--- src/hdl/pmicpr_pkg.sv ---
// Constants, types and register map of the power ack and reset control.
// Assumes a 100 MHz system clock and a 32-bit APB master.
package pmicpr_pkg;
   // ---------------------------------------------
   // Timing
   // ---------------------------------------------
   localparam int CLK_HZ = 100000000; // System clock rate
   localparam int TICK_MS = 1; // Slow tick period
   localparam int TICK_CYCLES = CLK_HZ / 1000 * TICK_MS;
   localparam int WINDOW_S = 8; // Fixed active window
   localparam int WINDOW_TICKS = WINDOW_S * 1000 / TICK_MS;
   localparam int DEB_MS = 1; // Switch-off debounce
   localparam int DEB_CYCLES = CLK_HZ / 1000 * DEB_MS;
   localparam int MASK_MS = 25; // Switch-off mask after OFF
   localparam int MASK_TICKS = MASK_MS / TICK_MS;
   // ---------------------------------------------
   // Register offsets (byte addresses)
   // ---------------------------------------------
   localparam logic [7:0] A_DEVCTL = 8'h00; // device_control_reg
   localparam logic [7:0] A_CFG = 8'h04;
   localparam logic [7:0] A_LVLCFG = 8'h08; // off_request_level_config
   localparam logic [7:0] A_INTMSK = 8'h0C;
   localparam logic [7:0] A_INTSTA = 8'h10;
   localparam logic [7:0] A_CAUSE = 8'h14;
   localparam logic [7:0] A_BOOT = 8'h18;
   localparam logic [7:0] A_WARMSEL = 8'h1C;
   localparam logic [7:0] A_STATE = 8'h20;
   // ---------------------------------------------
   // Fields and reset values
   // ---------------------------------------------
   localparam int CFG_KEEPMODE = 0; // 1: auto_keep_on_mode family
   localparam int CFG_AUTOSET = 1; // Set keep_on_bit at sequence end
   localparam int CFG_MSLEEP = 2; // Mask interrupt in SLEEP
   localparam int CFG_SWPOL = 3; // Switch-off input active low
   localparam int CFG_COLD = 4; // Switch-off event restarts
   localparam logic [4:0] CFG_RST = 5'h06;
   localparam logic [3:0] LVL_RST = 4'hF;
   localparam logic [7:0] INTMSK_RST = 8'h00;
   localparam logic [7:0] WARMSEL_RST = 8'h00;
   localparam int CAU_HOLD = 0;
   localparam int CAU_WIN = 1;
   localparam int CAU_KEEP = 2;
   localparam int CAU_SWOFF = 3;
   localparam logic [7:0] REG0_BASE = 8'h00;
   localparam logic [7:0] REG0_LAST = 8'h2F;
   localparam logic [7:0] REG1_BASE = 8'h30;
   localparam logic [7:0] REG1_LAST = 8'h5F;
   // ---------------------------------------------
   // Stored sequences: two sets of four steps
   // ---------------------------------------------
   localparam int SEQ_STEPS = 4;
   localparam int RES_N = 8;
   // Resource index per [set][step]
   localparam logic [1:0][3:0][2:0] SEQ_RES = 24'hAC2842;
   // Delay in ticks after each step
   localparam logic [1:0][3:0][3:0] SEQ_DLY = 32'h21211212;
   // ---------------------------------------------
   // Types
   // ---------------------------------------------
   typedef enum logic [2:0] {ST_OFF, ST_UP, ST_ACTIVE, ST_SLEEP, ST_DOWN} pmicpr_state_t;
   typedef struct packed {
      logic psel;
      logic penable;
      logic pwrite;
      logic [7:0] paddr;
      logic [31:0] pwdata;
   } pmicpr_apb_req_t;
   typedef struct packed {
      logic [31:0] prdata;
      logic pready;
      logic pslverr;
   } pmicpr_apb_rsp_t;
endpackage

--- src/hdl/pmicpr_top.sv ---
// Power-on acknowledge, sequencing and reset-domain control.
// Assumes pins arrive asynchronously and APB runs on i_clock.
//
// Notes on behaviour
// - ON request powers up; reset out in ACTIVE
// - Hold mode: 8 s window, then off if pin low
// - Hold pin falling edge means OFF
// - Auto mode sets keep_on bit at end
// - Non-auto mode watches keep_on bit instead
// - Boot pin chooses region and sequence set
// - Boot level latched after OFF-to-ACTIVE
// - Live boot pin level steers sequence branches
// - Global reset clears all three domains
// - Power-on domain survives other resets
// - Hardware-level OFF runs down sequence
// - Hardware reset clears hw and swo
// - Switch-off level clears swo domain only
// - Interrupt output push-pull, active low
// - Interrupt masked in SLEEP, per-source masks
// - Warm pin reruns up sequence to ACTIVE
// - Warm reset spares resources outside sequence
// - Warm reset reloads or keeps per bit
// - Switch-off input debounced 1 ms
// - Switch-off ignored 25 ms after OFF
// - Reset out released after sequence completes
// - Steps spaced by programmed delays
`timescale 1ns/1ps
module pmicpr_top #(
   parameter int P_TICK_CYCLES = pmicpr_pkg::TICK_CYCLES,
   parameter int P_DEB_CYCLES = pmicpr_pkg::DEB_CYCLES,
   parameter int P_WINDOW_TICKS = pmicpr_pkg::WINDOW_TICKS,
   parameter int P_MASK_TICKS = pmicpr_pkg::MASK_TICKS
) (
   input wire logic i_clock,
   input wire logic i_rst,
   input wire pmicpr_pkg::pmicpr_apb_req_t i_apb,
   output pmicpr_pkg::pmicpr_apb_rsp_t o_apb,
   input wire logic i_on_req,
   input wire logic i_hold_on_pin,
   input wire logic i_boot_pin,
   input wire logic i_warm_restart_n,
   input wire logic i_switchoff_in,
   input wire logic i_sleep_req,
   input wire logic [7:0] i_irq_src,
   output logic o_reset_out,
   output logic o_int_n,
   output logic [7:0] o_res_en,
   output logic [7:0] o_res_reload
);
   // ---------------------------------------------
   // Elaboration checks
   // ---------------------------------------------
   if (P_TICK_CYCLES < 2 || P_TICK_CYCLES > 131072) begin : g_bad_tick
      $error("tick divider out of range");
   end
   if (P_DEB_CYCLES < 1 || P_DEB_CYCLES > 131072) begin : g_bad_deb
      $error("debounce count out of range");
   end
   if (P_WINDOW_TICKS < 1 || P_WINDOW_TICKS > 8191) begin : g_bad_win
      $error("window count out of range");
   end
   if (P_MASK_TICKS < 1 || P_MASK_TICKS > 31) begin : g_bad_mask
      $error("mask count out of range");
   end

   // Synchroniser bit positions
   localparam int SY_ON = 0;
   localparam int SY_HOLD = 1;
   localparam int SY_BOOT = 2;
   localparam int SY_WARM = 3;
   localparam int SY_SWOFF = 4;
   localparam int SY_SLEEP = 5;
   // Counter end and load values at counter width
   localparam logic [16:0] TICK_LAST = 17'(P_TICK_CYCLES - 1);
   localparam logic [16:0] DEB_LAST = 17'(P_DEB_CYCLES - 1);
   localparam logic [12:0] WIN_LOAD = 13'(P_WINDOW_TICKS);
   localparam logic [4:0] MASK_LOAD = 5'(P_MASK_TICKS);

   // ---------------------------------------------
   // State of the whole block
   // ---------------------------------------------
   typedef struct packed {
      logic [5:0] sync1; // First stage, read by sync2 only
      logic [5:0] sync2; // Settled pin levels
      logic on_d; // Edge detect history
      logic hold_d;
      logic warm_d;
      logic keep_d;
      pmicpr_pkg::pmicpr_state_t state;
      logic [16:0] tick_cnt; // Slow tick divider
      logic [16:0] deb_cnt; // Switch-off debounce
      logic deb_lvl; // Debounced switch-off level
      logic [12:0] win_cnt; // Active window
      logic win_on;
      logic [4:0] mask_cnt; // Post-OFF mask
      logic [1:0] step; // Sequence step
      logic [3:0] dly; // Ticks left before next step
      logic warm_run; // Up sequence is a warm reset
      logic lvl_hw; // Pending reset is hardware level
      logic [7:0] res_en;
      logic [7:0] reload;
      logic reset_out;
      logic int_n;
      logic keep_on; // Switch-off domain
      logic [7:0] warmsel; // Switch-off domain
      logic [4:0] cfg; // Hardware domain
      logic [3:0] lvlcfg; // Hardware domain
      logic [7:0] intmsk; // Hardware domain
      logic [3:0] cause; // Power-on domain
      logic boot_lvl; // Power-on domain
      logic rdy;
      logic [31:0] rdata;
      logic err;
   } pmicpr_st_t;

   pmicpr_st_t r_ff;
   pmicpr_st_t nxt_r;

   // ---------------------------------------------
   // Derived conditions
   // ---------------------------------------------
   logic tick; // One-cycle slow tick
   logic sw_raw; // Switch-off level after polarity
   logic sw_ev; // Debounced switch-off assertion
   logic hold_mode;
   logic hold_fall;
   logic keep_fall;
   logic watched; // Level that keeps the device on
   logic win_exp;
   logic [3:0] off_cause;
   logic off_req;
   logic warm_fall;
   logic on_rise;
   logic set_sel; // Sequence set from boot pin
   logic [2:0] cur_res;
   logic [3:0] cur_dly;
   logic irq_pend;
   logic awake; // ACTIVE or SLEEP
   logic acc; // APB access phase, first cycle
   logic fin; // APB access completes this edge
   logic wr; // Write takes effect this edge
   logic [31:0] rd; // Read mux
   logic hit; // Address maps to a register

   assign tick = r_ff.tick_cnt == TICK_LAST;
   assign sw_raw = r_ff.sync2[SY_SWOFF] ^ r_ff.cfg[pmicpr_pkg::CFG_SWPOL];
   // Stable for the full debounce at either polarity
   assign sw_ev = sw_raw && !r_ff.deb_lvl && r_ff.deb_cnt == DEB_LAST;
   assign hold_mode = !r_ff.cfg[pmicpr_pkg::CFG_KEEPMODE];
   assign awake = r_ff.state == pmicpr_pkg::ST_ACTIVE || r_ff.state == pmicpr_pkg::ST_SLEEP;
   assign hold_fall = hold_mode && r_ff.hold_d && !r_ff.sync2[SY_HOLD];
   assign keep_fall = !hold_mode && r_ff.keep_d && !r_ff.keep_on;
   // Window watches the pin, or the bit when not auto-set
   assign watched = hold_mode ? r_ff.sync2[SY_HOLD] : r_ff.keep_on;
   assign win_exp = r_ff.win_on && r_ff.win_cnt == 13'h0000 && !watched;
   assign off_cause = {sw_ev, keep_fall, win_exp, hold_fall};
   assign off_req = awake && |off_cause;
   assign warm_fall = r_ff.warm_d && !r_ff.sync2[SY_WARM];
   assign on_rise = !r_ff.on_d && r_ff.sync2[SY_ON];
   // Live pin level branches the running sequence
   assign set_sel = r_ff.sync2[SY_BOOT];
   assign cur_res = pmicpr_pkg::SEQ_RES[set_sel][r_ff.step];
   assign cur_dly = pmicpr_pkg::SEQ_DLY[set_sel][r_ff.step];
   assign irq_pend = |(i_irq_src & ~r_ff.intmsk);
   assign acc = i_apb.psel && i_apb.penable && !r_ff.rdy;
   assign fin = i_apb.psel && i_apb.penable && r_ff.rdy;
   assign wr = fin && i_apb.pwrite && !r_ff.err;

   // ---------------------------------------------
   // Register read decode
   // ---------------------------------------------
   always_comb begin
      rd = 32'h00000000;
      hit = 1'b1;
      unique case (i_apb.paddr)
         pmicpr_pkg::A_DEVCTL: rd[0] = r_ff.keep_on;
         pmicpr_pkg::A_CFG: rd[4:0] = r_ff.cfg;
         pmicpr_pkg::A_LVLCFG: rd[3:0] = r_ff.lvlcfg;
         pmicpr_pkg::A_INTMSK: rd[7:0] = r_ff.intmsk;
         pmicpr_pkg::A_INTSTA: rd[15:0] = {i_irq_src, i_irq_src & ~r_ff.intmsk};
         pmicpr_pkg::A_CAUSE: rd[3:0] = r_ff.cause;
         pmicpr_pkg::A_BOOT: begin
            // Latched level and its stored region bounds
            rd[0] = r_ff.boot_lvl;
            rd[15:8] = r_ff.boot_lvl ? pmicpr_pkg::REG1_BASE : pmicpr_pkg::REG0_BASE;
            rd[23:16] = r_ff.boot_lvl ? pmicpr_pkg::REG1_LAST : pmicpr_pkg::REG0_LAST;
         end
         pmicpr_pkg::A_WARMSEL: rd[7:0] = r_ff.warmsel;
         pmicpr_pkg::A_STATE: rd[11:0] = {r_ff.res_en, r_ff.reset_out, r_ff.state};
         default: hit = 1'b0; // Unmapped: error answer
      endcase
   end

   // ---------------------------------------------
   // Next state
   // ---------------------------------------------
   always_comb begin
      nxt_r = r_ff;
      // Two-stage pin synchronisers
      nxt_r.sync1 = {i_sleep_req, i_switchoff_in, i_warm_restart_n, i_boot_pin, i_hold_on_pin, i_on_req};
      nxt_r.sync2 = r_ff.sync1;
      nxt_r.on_d = r_ff.sync2[SY_ON];
      nxt_r.hold_d = r_ff.sync2[SY_HOLD];
      nxt_r.warm_d = r_ff.sync2[SY_WARM];
      nxt_r.keep_d = r_ff.keep_on;
      nxt_r.reload = 8'h00;
      nxt_r.tick_cnt = tick ? 17'h00000 : r_ff.tick_cnt + 17'h00001;

      // Debounce restarts whenever the level moves back
      if (sw_raw != r_ff.deb_lvl) begin
         if (r_ff.deb_cnt == DEB_LAST) begin
            nxt_r.deb_lvl = sw_raw;
            nxt_r.deb_cnt = 17'h00000;
         end else begin
            nxt_r.deb_cnt = r_ff.deb_cnt + 17'h00001;
         end
      end else begin
         nxt_r.deb_cnt = 17'h00000;
      end

      // APB: one wait state so read data comes from flops
      if (acc) begin
         nxt_r.rdy = 1'b1;
         nxt_r.rdata = i_apb.pwrite ? 32'h00000000 : rd;
         nxt_r.err = !hit;
      end
      if (fin) begin
         nxt_r.rdy = 1'b0;
      end
      if (wr) begin
         unique case (i_apb.paddr)
            pmicpr_pkg::A_DEVCTL: nxt_r.keep_on = i_apb.pwdata[0];
            pmicpr_pkg::A_CFG: nxt_r.cfg = i_apb.pwdata[4:0];
            pmicpr_pkg::A_LVLCFG: nxt_r.lvlcfg = i_apb.pwdata[3:0];
            pmicpr_pkg::A_INTMSK: nxt_r.intmsk = i_apb.pwdata[7:0];
            pmicpr_pkg::A_CAUSE: nxt_r.cause = r_ff.cause & ~i_apb.pwdata[3:0];
            pmicpr_pkg::A_WARMSEL: nxt_r.warmsel = i_apb.pwdata[7:0];
            default: ;
         endcase
      end

      // Window counts down on slow ticks
      if (awake && r_ff.win_on) begin
         if (r_ff.win_cnt == 13'h0000) begin
            nxt_r.win_on = 1'b0;
         end else if (tick) begin
            nxt_r.win_cnt = r_ff.win_cnt - 13'h0001;
         end
      end

      // Sequencer
      unique case (r_ff.state)
         pmicpr_pkg::ST_OFF: begin
            nxt_r.reset_out = 1'b0;
            // Switch-off events ignored while masked
            if (r_ff.mask_cnt != 5'h00) begin
               if (tick) begin
                  nxt_r.mask_cnt = r_ff.mask_cnt - 5'h01;
               end
            end
            if (on_rise || (sw_ev && r_ff.mask_cnt == 5'h00 && r_ff.cfg[pmicpr_pkg::CFG_COLD])) begin
               nxt_r.state = pmicpr_pkg::ST_UP;
               nxt_r.step = 2'h0;
               nxt_r.dly = 4'h0;
               nxt_r.warm_run = 1'b0;
            end
         end
         pmicpr_pkg::ST_UP: begin
            nxt_r.reset_out = 1'b0;
            if (r_ff.dly != 4'h0) begin
               if (tick) begin
                  nxt_r.dly = r_ff.dly - 4'h1;
               end
            end else begin
               nxt_r.res_en[cur_res] = 1'b1;
               // Restart the tick so each step gap is whole ticks
               nxt_r.tick_cnt = 17'h00000;
               // Warm reset: reload stored level unless kept
               if (r_ff.warm_run && !r_ff.warmsel[cur_res]) begin
                  nxt_r.reload[cur_res] = 1'b1;
               end
               if (r_ff.step == 2'(pmicpr_pkg::SEQ_STEPS - 1)) begin
                  // Sequence done: release reset
                  nxt_r.state = pmicpr_pkg::ST_ACTIVE;
                  nxt_r.reset_out = 1'b1;
                  nxt_r.win_cnt = WIN_LOAD;
                  nxt_r.win_on = hold_mode || !r_ff.cfg[pmicpr_pkg::CFG_AUTOSET];
                  if (!hold_mode && r_ff.cfg[pmicpr_pkg::CFG_AUTOSET]) begin
                     nxt_r.keep_on = 1'b1;
                  end
                  if (!r_ff.warm_run) begin
                     nxt_r.boot_lvl = r_ff.sync2[SY_BOOT];
                  end
               end else begin
                  nxt_r.step = r_ff.step + 2'h1;
                  nxt_r.dly = cur_dly;
               end
            end
         end
         pmicpr_pkg::ST_ACTIVE: begin
            if (r_ff.sync2[SY_SLEEP]) begin
               nxt_r.state = pmicpr_pkg::ST_SLEEP;
            end
         end
         pmicpr_pkg::ST_SLEEP: begin
            if (!r_ff.sync2[SY_SLEEP]) begin
               nxt_r.state = pmicpr_pkg::ST_ACTIVE;
            end
         end
         pmicpr_pkg::ST_DOWN: begin
            nxt_r.reset_out = 1'b0;
            if (r_ff.dly != 4'h0) begin
               if (tick) begin
                  nxt_r.dly = r_ff.dly - 4'h1;
               end
            end else begin
               // Reverse order of the up sequence
               nxt_r.res_en[cur_res] = 1'b0;
               // Same restart on the way down
               nxt_r.tick_cnt = 17'h00000;
               if (r_ff.step == 2'h0) begin
                  nxt_r.state = pmicpr_pkg::ST_OFF;
                  nxt_r.mask_cnt = MASK_LOAD;
                  nxt_r.win_on = 1'b0;
                  // Switch-off domain always cleared
                  nxt_r.keep_on = 1'b0;
                  nxt_r.warmsel = pmicpr_pkg::WARMSEL_RST;
                  if (r_ff.lvl_hw) begin
                     // Hardware domain too; power-on domain kept
                     nxt_r.cfg = pmicpr_pkg::CFG_RST;
                     nxt_r.lvlcfg = pmicpr_pkg::LVL_RST;
                     nxt_r.intmsk = pmicpr_pkg::INTMSK_RST;
                  end
               end else begin
                  nxt_r.step = r_ff.step - 2'h1;
                  nxt_r.dly = pmicpr_pkg::SEQ_DLY[set_sel][r_ff.step - 2'h1];
               end
            end
         end
      endcase

      // OFF request outranks warm reset and sleep moves
      if (off_req) begin
         nxt_r.state = pmicpr_pkg::ST_DOWN;
         nxt_r.reset_out = 1'b0;
         nxt_r.step = 2'(pmicpr_pkg::SEQ_STEPS - 1);
         nxt_r.dly = 4'h0;
         nxt_r.lvl_hw = |(off_cause & r_ff.lvlcfg);
      end else if (awake && warm_fall) begin
         // Only sequence resources are touched
         nxt_r.state = pmicpr_pkg::ST_UP;
         nxt_r.reset_out = 1'b0;
         nxt_r.step = 2'h0;
         nxt_r.dly = 4'h0;
         nxt_r.warm_run = 1'b1;
      end
      // Cause capture: a new event wins over a clear
      if (awake) begin
         nxt_r.cause = nxt_r.cause | off_cause;
      end

      // Push-pull interrupt, low while pending
      nxt_r.int_n = !(irq_pend && !(r_ff.state == pmicpr_pkg::ST_SLEEP
                      && r_ff.cfg[pmicpr_pkg::CFG_MSLEEP]));
   end

   // ---------------------------------------------
   // State register
   // ---------------------------------------------
   always_ff @(posedge i_clock) begin
      if (i_rst) begin
         // Global reset clears every domain
         r_ff <= '0;
         r_ff.state <= pmicpr_pkg::ST_OFF;
         r_ff.sync1 <= 6'h08;
         r_ff.sync2 <= 6'h08;
         r_ff.warm_d <= 1'b1;
         r_ff.int_n <= 1'b1;
         r_ff.cfg <= pmicpr_pkg::CFG_RST;
         r_ff.lvlcfg <= pmicpr_pkg::LVL_RST;
         r_ff.intmsk <= pmicpr_pkg::INTMSK_RST;
         r_ff.warmsel <= pmicpr_pkg::WARMSEL_RST;
      end else begin
         r_ff <= nxt_r;
      end
   end

   // ---------------------------------------------
   // Outputs
   // ---------------------------------------------
   assign o_apb.prdata = r_ff.rdata;
   assign o_apb.pready = r_ff.rdy;
   assign o_apb.pslverr = r_ff.rdy && r_ff.err;
   assign o_reset_out = r_ff.reset_out;
   assign o_int_n = r_ff.int_n;
   assign o_res_en = r_ff.res_en;
   assign o_res_reload = r_ff.reload;
endmodule

--- config.mk ---
export PLATFORM = sky130hd
export DESIGN_NAME = pmicpr_top
export DESIGN_NICKNAME = d
export VERILOG_FILES = /design/src/hdl/pmicpr_pkg.sv /design/src/hdl/pmicpr_top.sv
export SDC_FILE = /design/constraint.sdc
export NUM_CORES = 1
export LEC_CHECK = 0
export ABC_AREA = 1
export BUFFER_PORTS_ARGS = -buffer_cell sky130_fd_sc_hd__buf_2
export CORE_MARGIN = 3
export CORE_UTILIZATION = 62
export DETAILED_ROUTE_END_ITERATION = 7
export GPL_TIMING_DRIVEN = 0
export PLACE_DENSITY = 0.95
export RECOVER_POWER = 100
export SKIP_CTS_REPAIR_TIMING = 1
export SLEW_MARGIN = 0
export SYNTH_ARGS = -nofsm -noshare
export SYNTH_HDL_FRONTEND = slang
export SYNTH_SLANG_ARGS = --single-unit
export TNS_END_PERCENT = 1
--- constraint.sdc ---
create_clock -name i_clock -period 3.9 [get_ports i_clock]
set_clock_uncertainty 0.05 [all_clocks]
set_input_delay 0.195 -clock i_clock [delete_from_list [all_inputs] [get_ports i_clock]]
set_output_delay 0.195 -clock i_clock [all_outputs]
set_load 0.02 [all_outputs]
==> results.sh <==
export IMPL_status="finished clean"
export IMPL_area_growth_syn_to_layout_pct=16.7
export IMPL_power_mw=4.48
export IMPL_layout_commonest_cell="inv_1"
export IMPL_clkSlewWorstSetupHoldPaths_ns=0.06
export IMPL_dpl_hpwl_um=14600
export IMPL_cp_arrival_ns=3.35
export IMPL_vias=7872
export IMPL_cts_sinks=151
export IMPL_synth_xor_area_share_pct=1.37
export IMPL_slew_headroom_pct=39.8
export IMPL_rows=39
export IMPL_io_buffer_count=76
export IMPL_hp_class="primary input to flip-flop"
export IMPL_antenna_cells=0
export IMPL_grt_overflow_total=0
export IMPL_fin_crit_sh_pct=78.2
export IMPL_ys_warn_count=0
export IMPL_yosys_register_bits=151
export IMPL_fillers=841
export IMPL_crit_slowest_cell="a21oi_1"
export IMPL_drt_total_wl_um=21400
export IMPL_yosys_area_share_simple_pct=27.1
export IMPL_die_x_um=117
export IMPL_critical_path_required_ns=4.20
export IMPL_syn_avg_cell_area_um2=6.97
export IMPL_drt_iter0_drc=1066
export IMPL_grt_usage_pct=30.6
export IMPL_slew_viol_final=0
export IMPL_slowest_delay_ns=0.65
export IMPL_ios=111
export IMPL_grt_pass1_vias=6933
export IMPL_final_cell_area_um2=8950
export IMPL_crit_top_cell="inv_1"
export IMPL_synthAdderAreaFrac_pct=2.12
export IMPL_crit_path_end_kind="flip-flop"
export IMPL_cp_max_fo=10
export IMPL_finalHoldViolations=0
export IMPL_ys_flop_type="dfxtp_1"
export IMPL_vias_per_cell=5.67
export IMPL_p_switching_mw=1.29
export IMPL_design_core_area_um2=11800
export IMPL_worstMarginPinSlew_ns=0.895
export IMPL_startpoint_type="flip-flop"
export IMPL_cts_max_level=4
export IMPL_cap_violations=0
export IMPL_fmax_mhz=328
export IMPL_cell_internal_pwr_mw=3.19
export IMPL_drive_above_1_share_pct=11.1
export IMPL_timing_setup_tns_ns=0
export IMPL_peakVddDrop_mv=0.417
export IMPL_synth_compound_area_share_pct=15.1
export IMPL_synth_edf_count=0
export IMPL_fin_crit_ns=3.05
export IMPL_drcViolationCount=0
export IMPL_clockBufferDepth=2
export IMPL_multi_input_area_um2=3480
export IMPL_p_per_area_nw_per_um2=501
export IMPL_most_common_layout_cells="inv_1, nand2_1, nor2_1"
export IMPL_wl_per_cell_um=15.4
export IMPL_drtAntennaViolNets=0
export IMPL_crit_type="flip-flop to flip-flop"
export IMPL_async_reset_ff_share_pct=0
export IMPL_worst_slack_ns=0.852
export IMPL_seqPwrFrac_pct=37.3
export IMPL_dieArea_um2=13700
export IMPL_swShare_pct=28.8
export IMPL_p_comb_share_pct=19.1
export IMPL_netlist_area_um2=7670
export IMPL_cts_buffers_inserted=17
export IMPL_cts_tree="yes"
export IMPL_grt_first_pass_wirelength_um=32900
export IMPL_grt_max_degree=17
export IMPL_synth_mux_area_share_pct=0
export IMPL_ys_seq_area_share_pct=39.4
export IMPL_firstDrtPassIters=8
export IMPL_finalSetupViolations=0
export IMPL_clkPwrFrac_pct=43.5
export IMPL_cts_root_buf="clkbuf_16"
export IMPL_seq_area_um2=3020
export IMPL_syn_inst=1100
export IMPL_postPlaceCellArea_um2=8290
export IMPL_rsz0062_at_grt="false"
export IMPL_initial_core_util_pct=65.2
export IMPL_preCtsSetupSlack_ns=1.69
export IMPL_die_y_um=117
export IMPL_cp_cell_sequence="inv_1 -> ha_1 -> inv_1 -> nor2_1 -> nand2_1 -> inv_1 -> nand2_1 -> nor2_1 -> a21oi_1 -> clkbuf_1 -> o21ai_0 -> a21oi_1"
export IMPL_p_leak_nw=4.02
export IMPL_synth_cell_types=46
export IMPL_nNetsFinal=1283
export IMPL_synth_top_family_by_area="simple AND/OR/NAND/NOR gates"
export IMPL_place_congestion=1.01
export IMPL_worstSkewPairLatency_ns=0.43
export IMPL_antenna_found_initial=0
## synth_stat cells (all sizes together) (4+ instances only)
library cell	n	share of area [%]
nor2	172	9.0
o221ai	4	0.46
buf	54	5.1
inv	189	9.2
a211oi	13	1.3
nand4	18	1.5
a31oi	4	0.33
o21ai	71	4.6
xor2	7	0.80
ha	13	2.1
clkbuf	9	0.44
dfxtp	151	39
a32oi	4	0.46
nand3	57	3.7
nor3b	4	0.46
o22ai	10	0.82
xnor2	5	0.57
a21oi	78	5.1
o211ai	11	1.1
nor3	28	2.5
nand2	175	8.8
nor4	6	0.57
## power by group through the flow
stage          clock network [mW]  registers [mW]  logic, mW
6_report                     1.95            1.67      0.859
3_5_place_dp                    0            1.71      0.839
2_1_floorplan                   0            1.69      0.657
3_3_place_gp                    0            1.70      0.811
4_1_cts                      1.94            1.67      0.853
5_1_grt                      2.02            1.68      0.963
## final cells by class
cell class	instances	share of cell area [%]
clock inverter	13	2.78
inverter	190	7.97
multi-input combinational	704	38.9
sequential	151	33.8
tap	164	2.29
clock buffer	19	5.06
buffer	63	4.72
timing repair buffer	84	4.54
## sequential cells by signal, indices dropped and copies added, names as in the netlist
register,flops
r_ff,103
o_apb,20
nxt_r,10
o_res_en,8
o_res_reload,8
o_int_n,1
o_reset_out,1
## kinds of logic (layout without fill, tap and decap cells)
logic type,count (synthesis),in the layout
compound gates,203,203
xor+xnor,12,12
fa+ha+maj,13,13
buf+inv,253,369
flops,151,151
other cells,1,9
simple gates,467,467
## per-stage QoR
stage / util [%] / hold slack [ns] / std cells
3_5_place_dp: 70.5 / 0.347 / 1348
2_1_floorplan: - / 0.249 / 1108
4_1_cts: 76.4 / -0.0876 / 1380
3_3_place_gp: 70.5 / 0.342 / 1348
5_1_grt: 76.1 / 0.00452 / 1388
6_report: 76.1 / 0.0111 / 1388
## worst paths after layout
path / slack [ns] / cells past startpoint / endpoint / startpoint
worst max-delay path: 0.85 / 12 / r_ff[55]$_SDFF_PP0_ / r_ff[85]$_SDFFE_PP0P_
worst max register to register: 0.85 / 12 / r_ff[55]$_SDFF_PP0_ / r_ff[85]$_SDFFE_PP0P_
worst min-delay path: 0.01 / 3 / o_apb[17]$_SDFFE_PP0P_ / i_irq_src[7]
worst min register to register: 0.35 / 1 / nxt_r[149]$_SDFF_PP1_ / nxt_r[155]$_SDFF_PP1_
## per-layer routing
metal / share of wire (%) / wire length [um] / GRT usage [%]
met5: 0 / 0 / 0
met4: 2.6 / 551 / 11.0
met3: 11 / 2280 / 8.64
met2: 48 / 10200 / 48.9
met1: 39 / 8380 / 39.5
## critical path, delay by kind of cell (launching register included)
| kind | cells | cell delay [ns] |
|---|---|---|
| AO/OA/AOI/OAI | 3 | 1.00 |
| buffers and inverters | 4 | 0.78 |
| AND/OR/NAND/NOR | 4 | 0.55 |
| flip-flops | 1 | 0.36 |
| adder cells (fa/ha/maj) | 1 | 0.22 |
(Power assumes the default switching activity.)
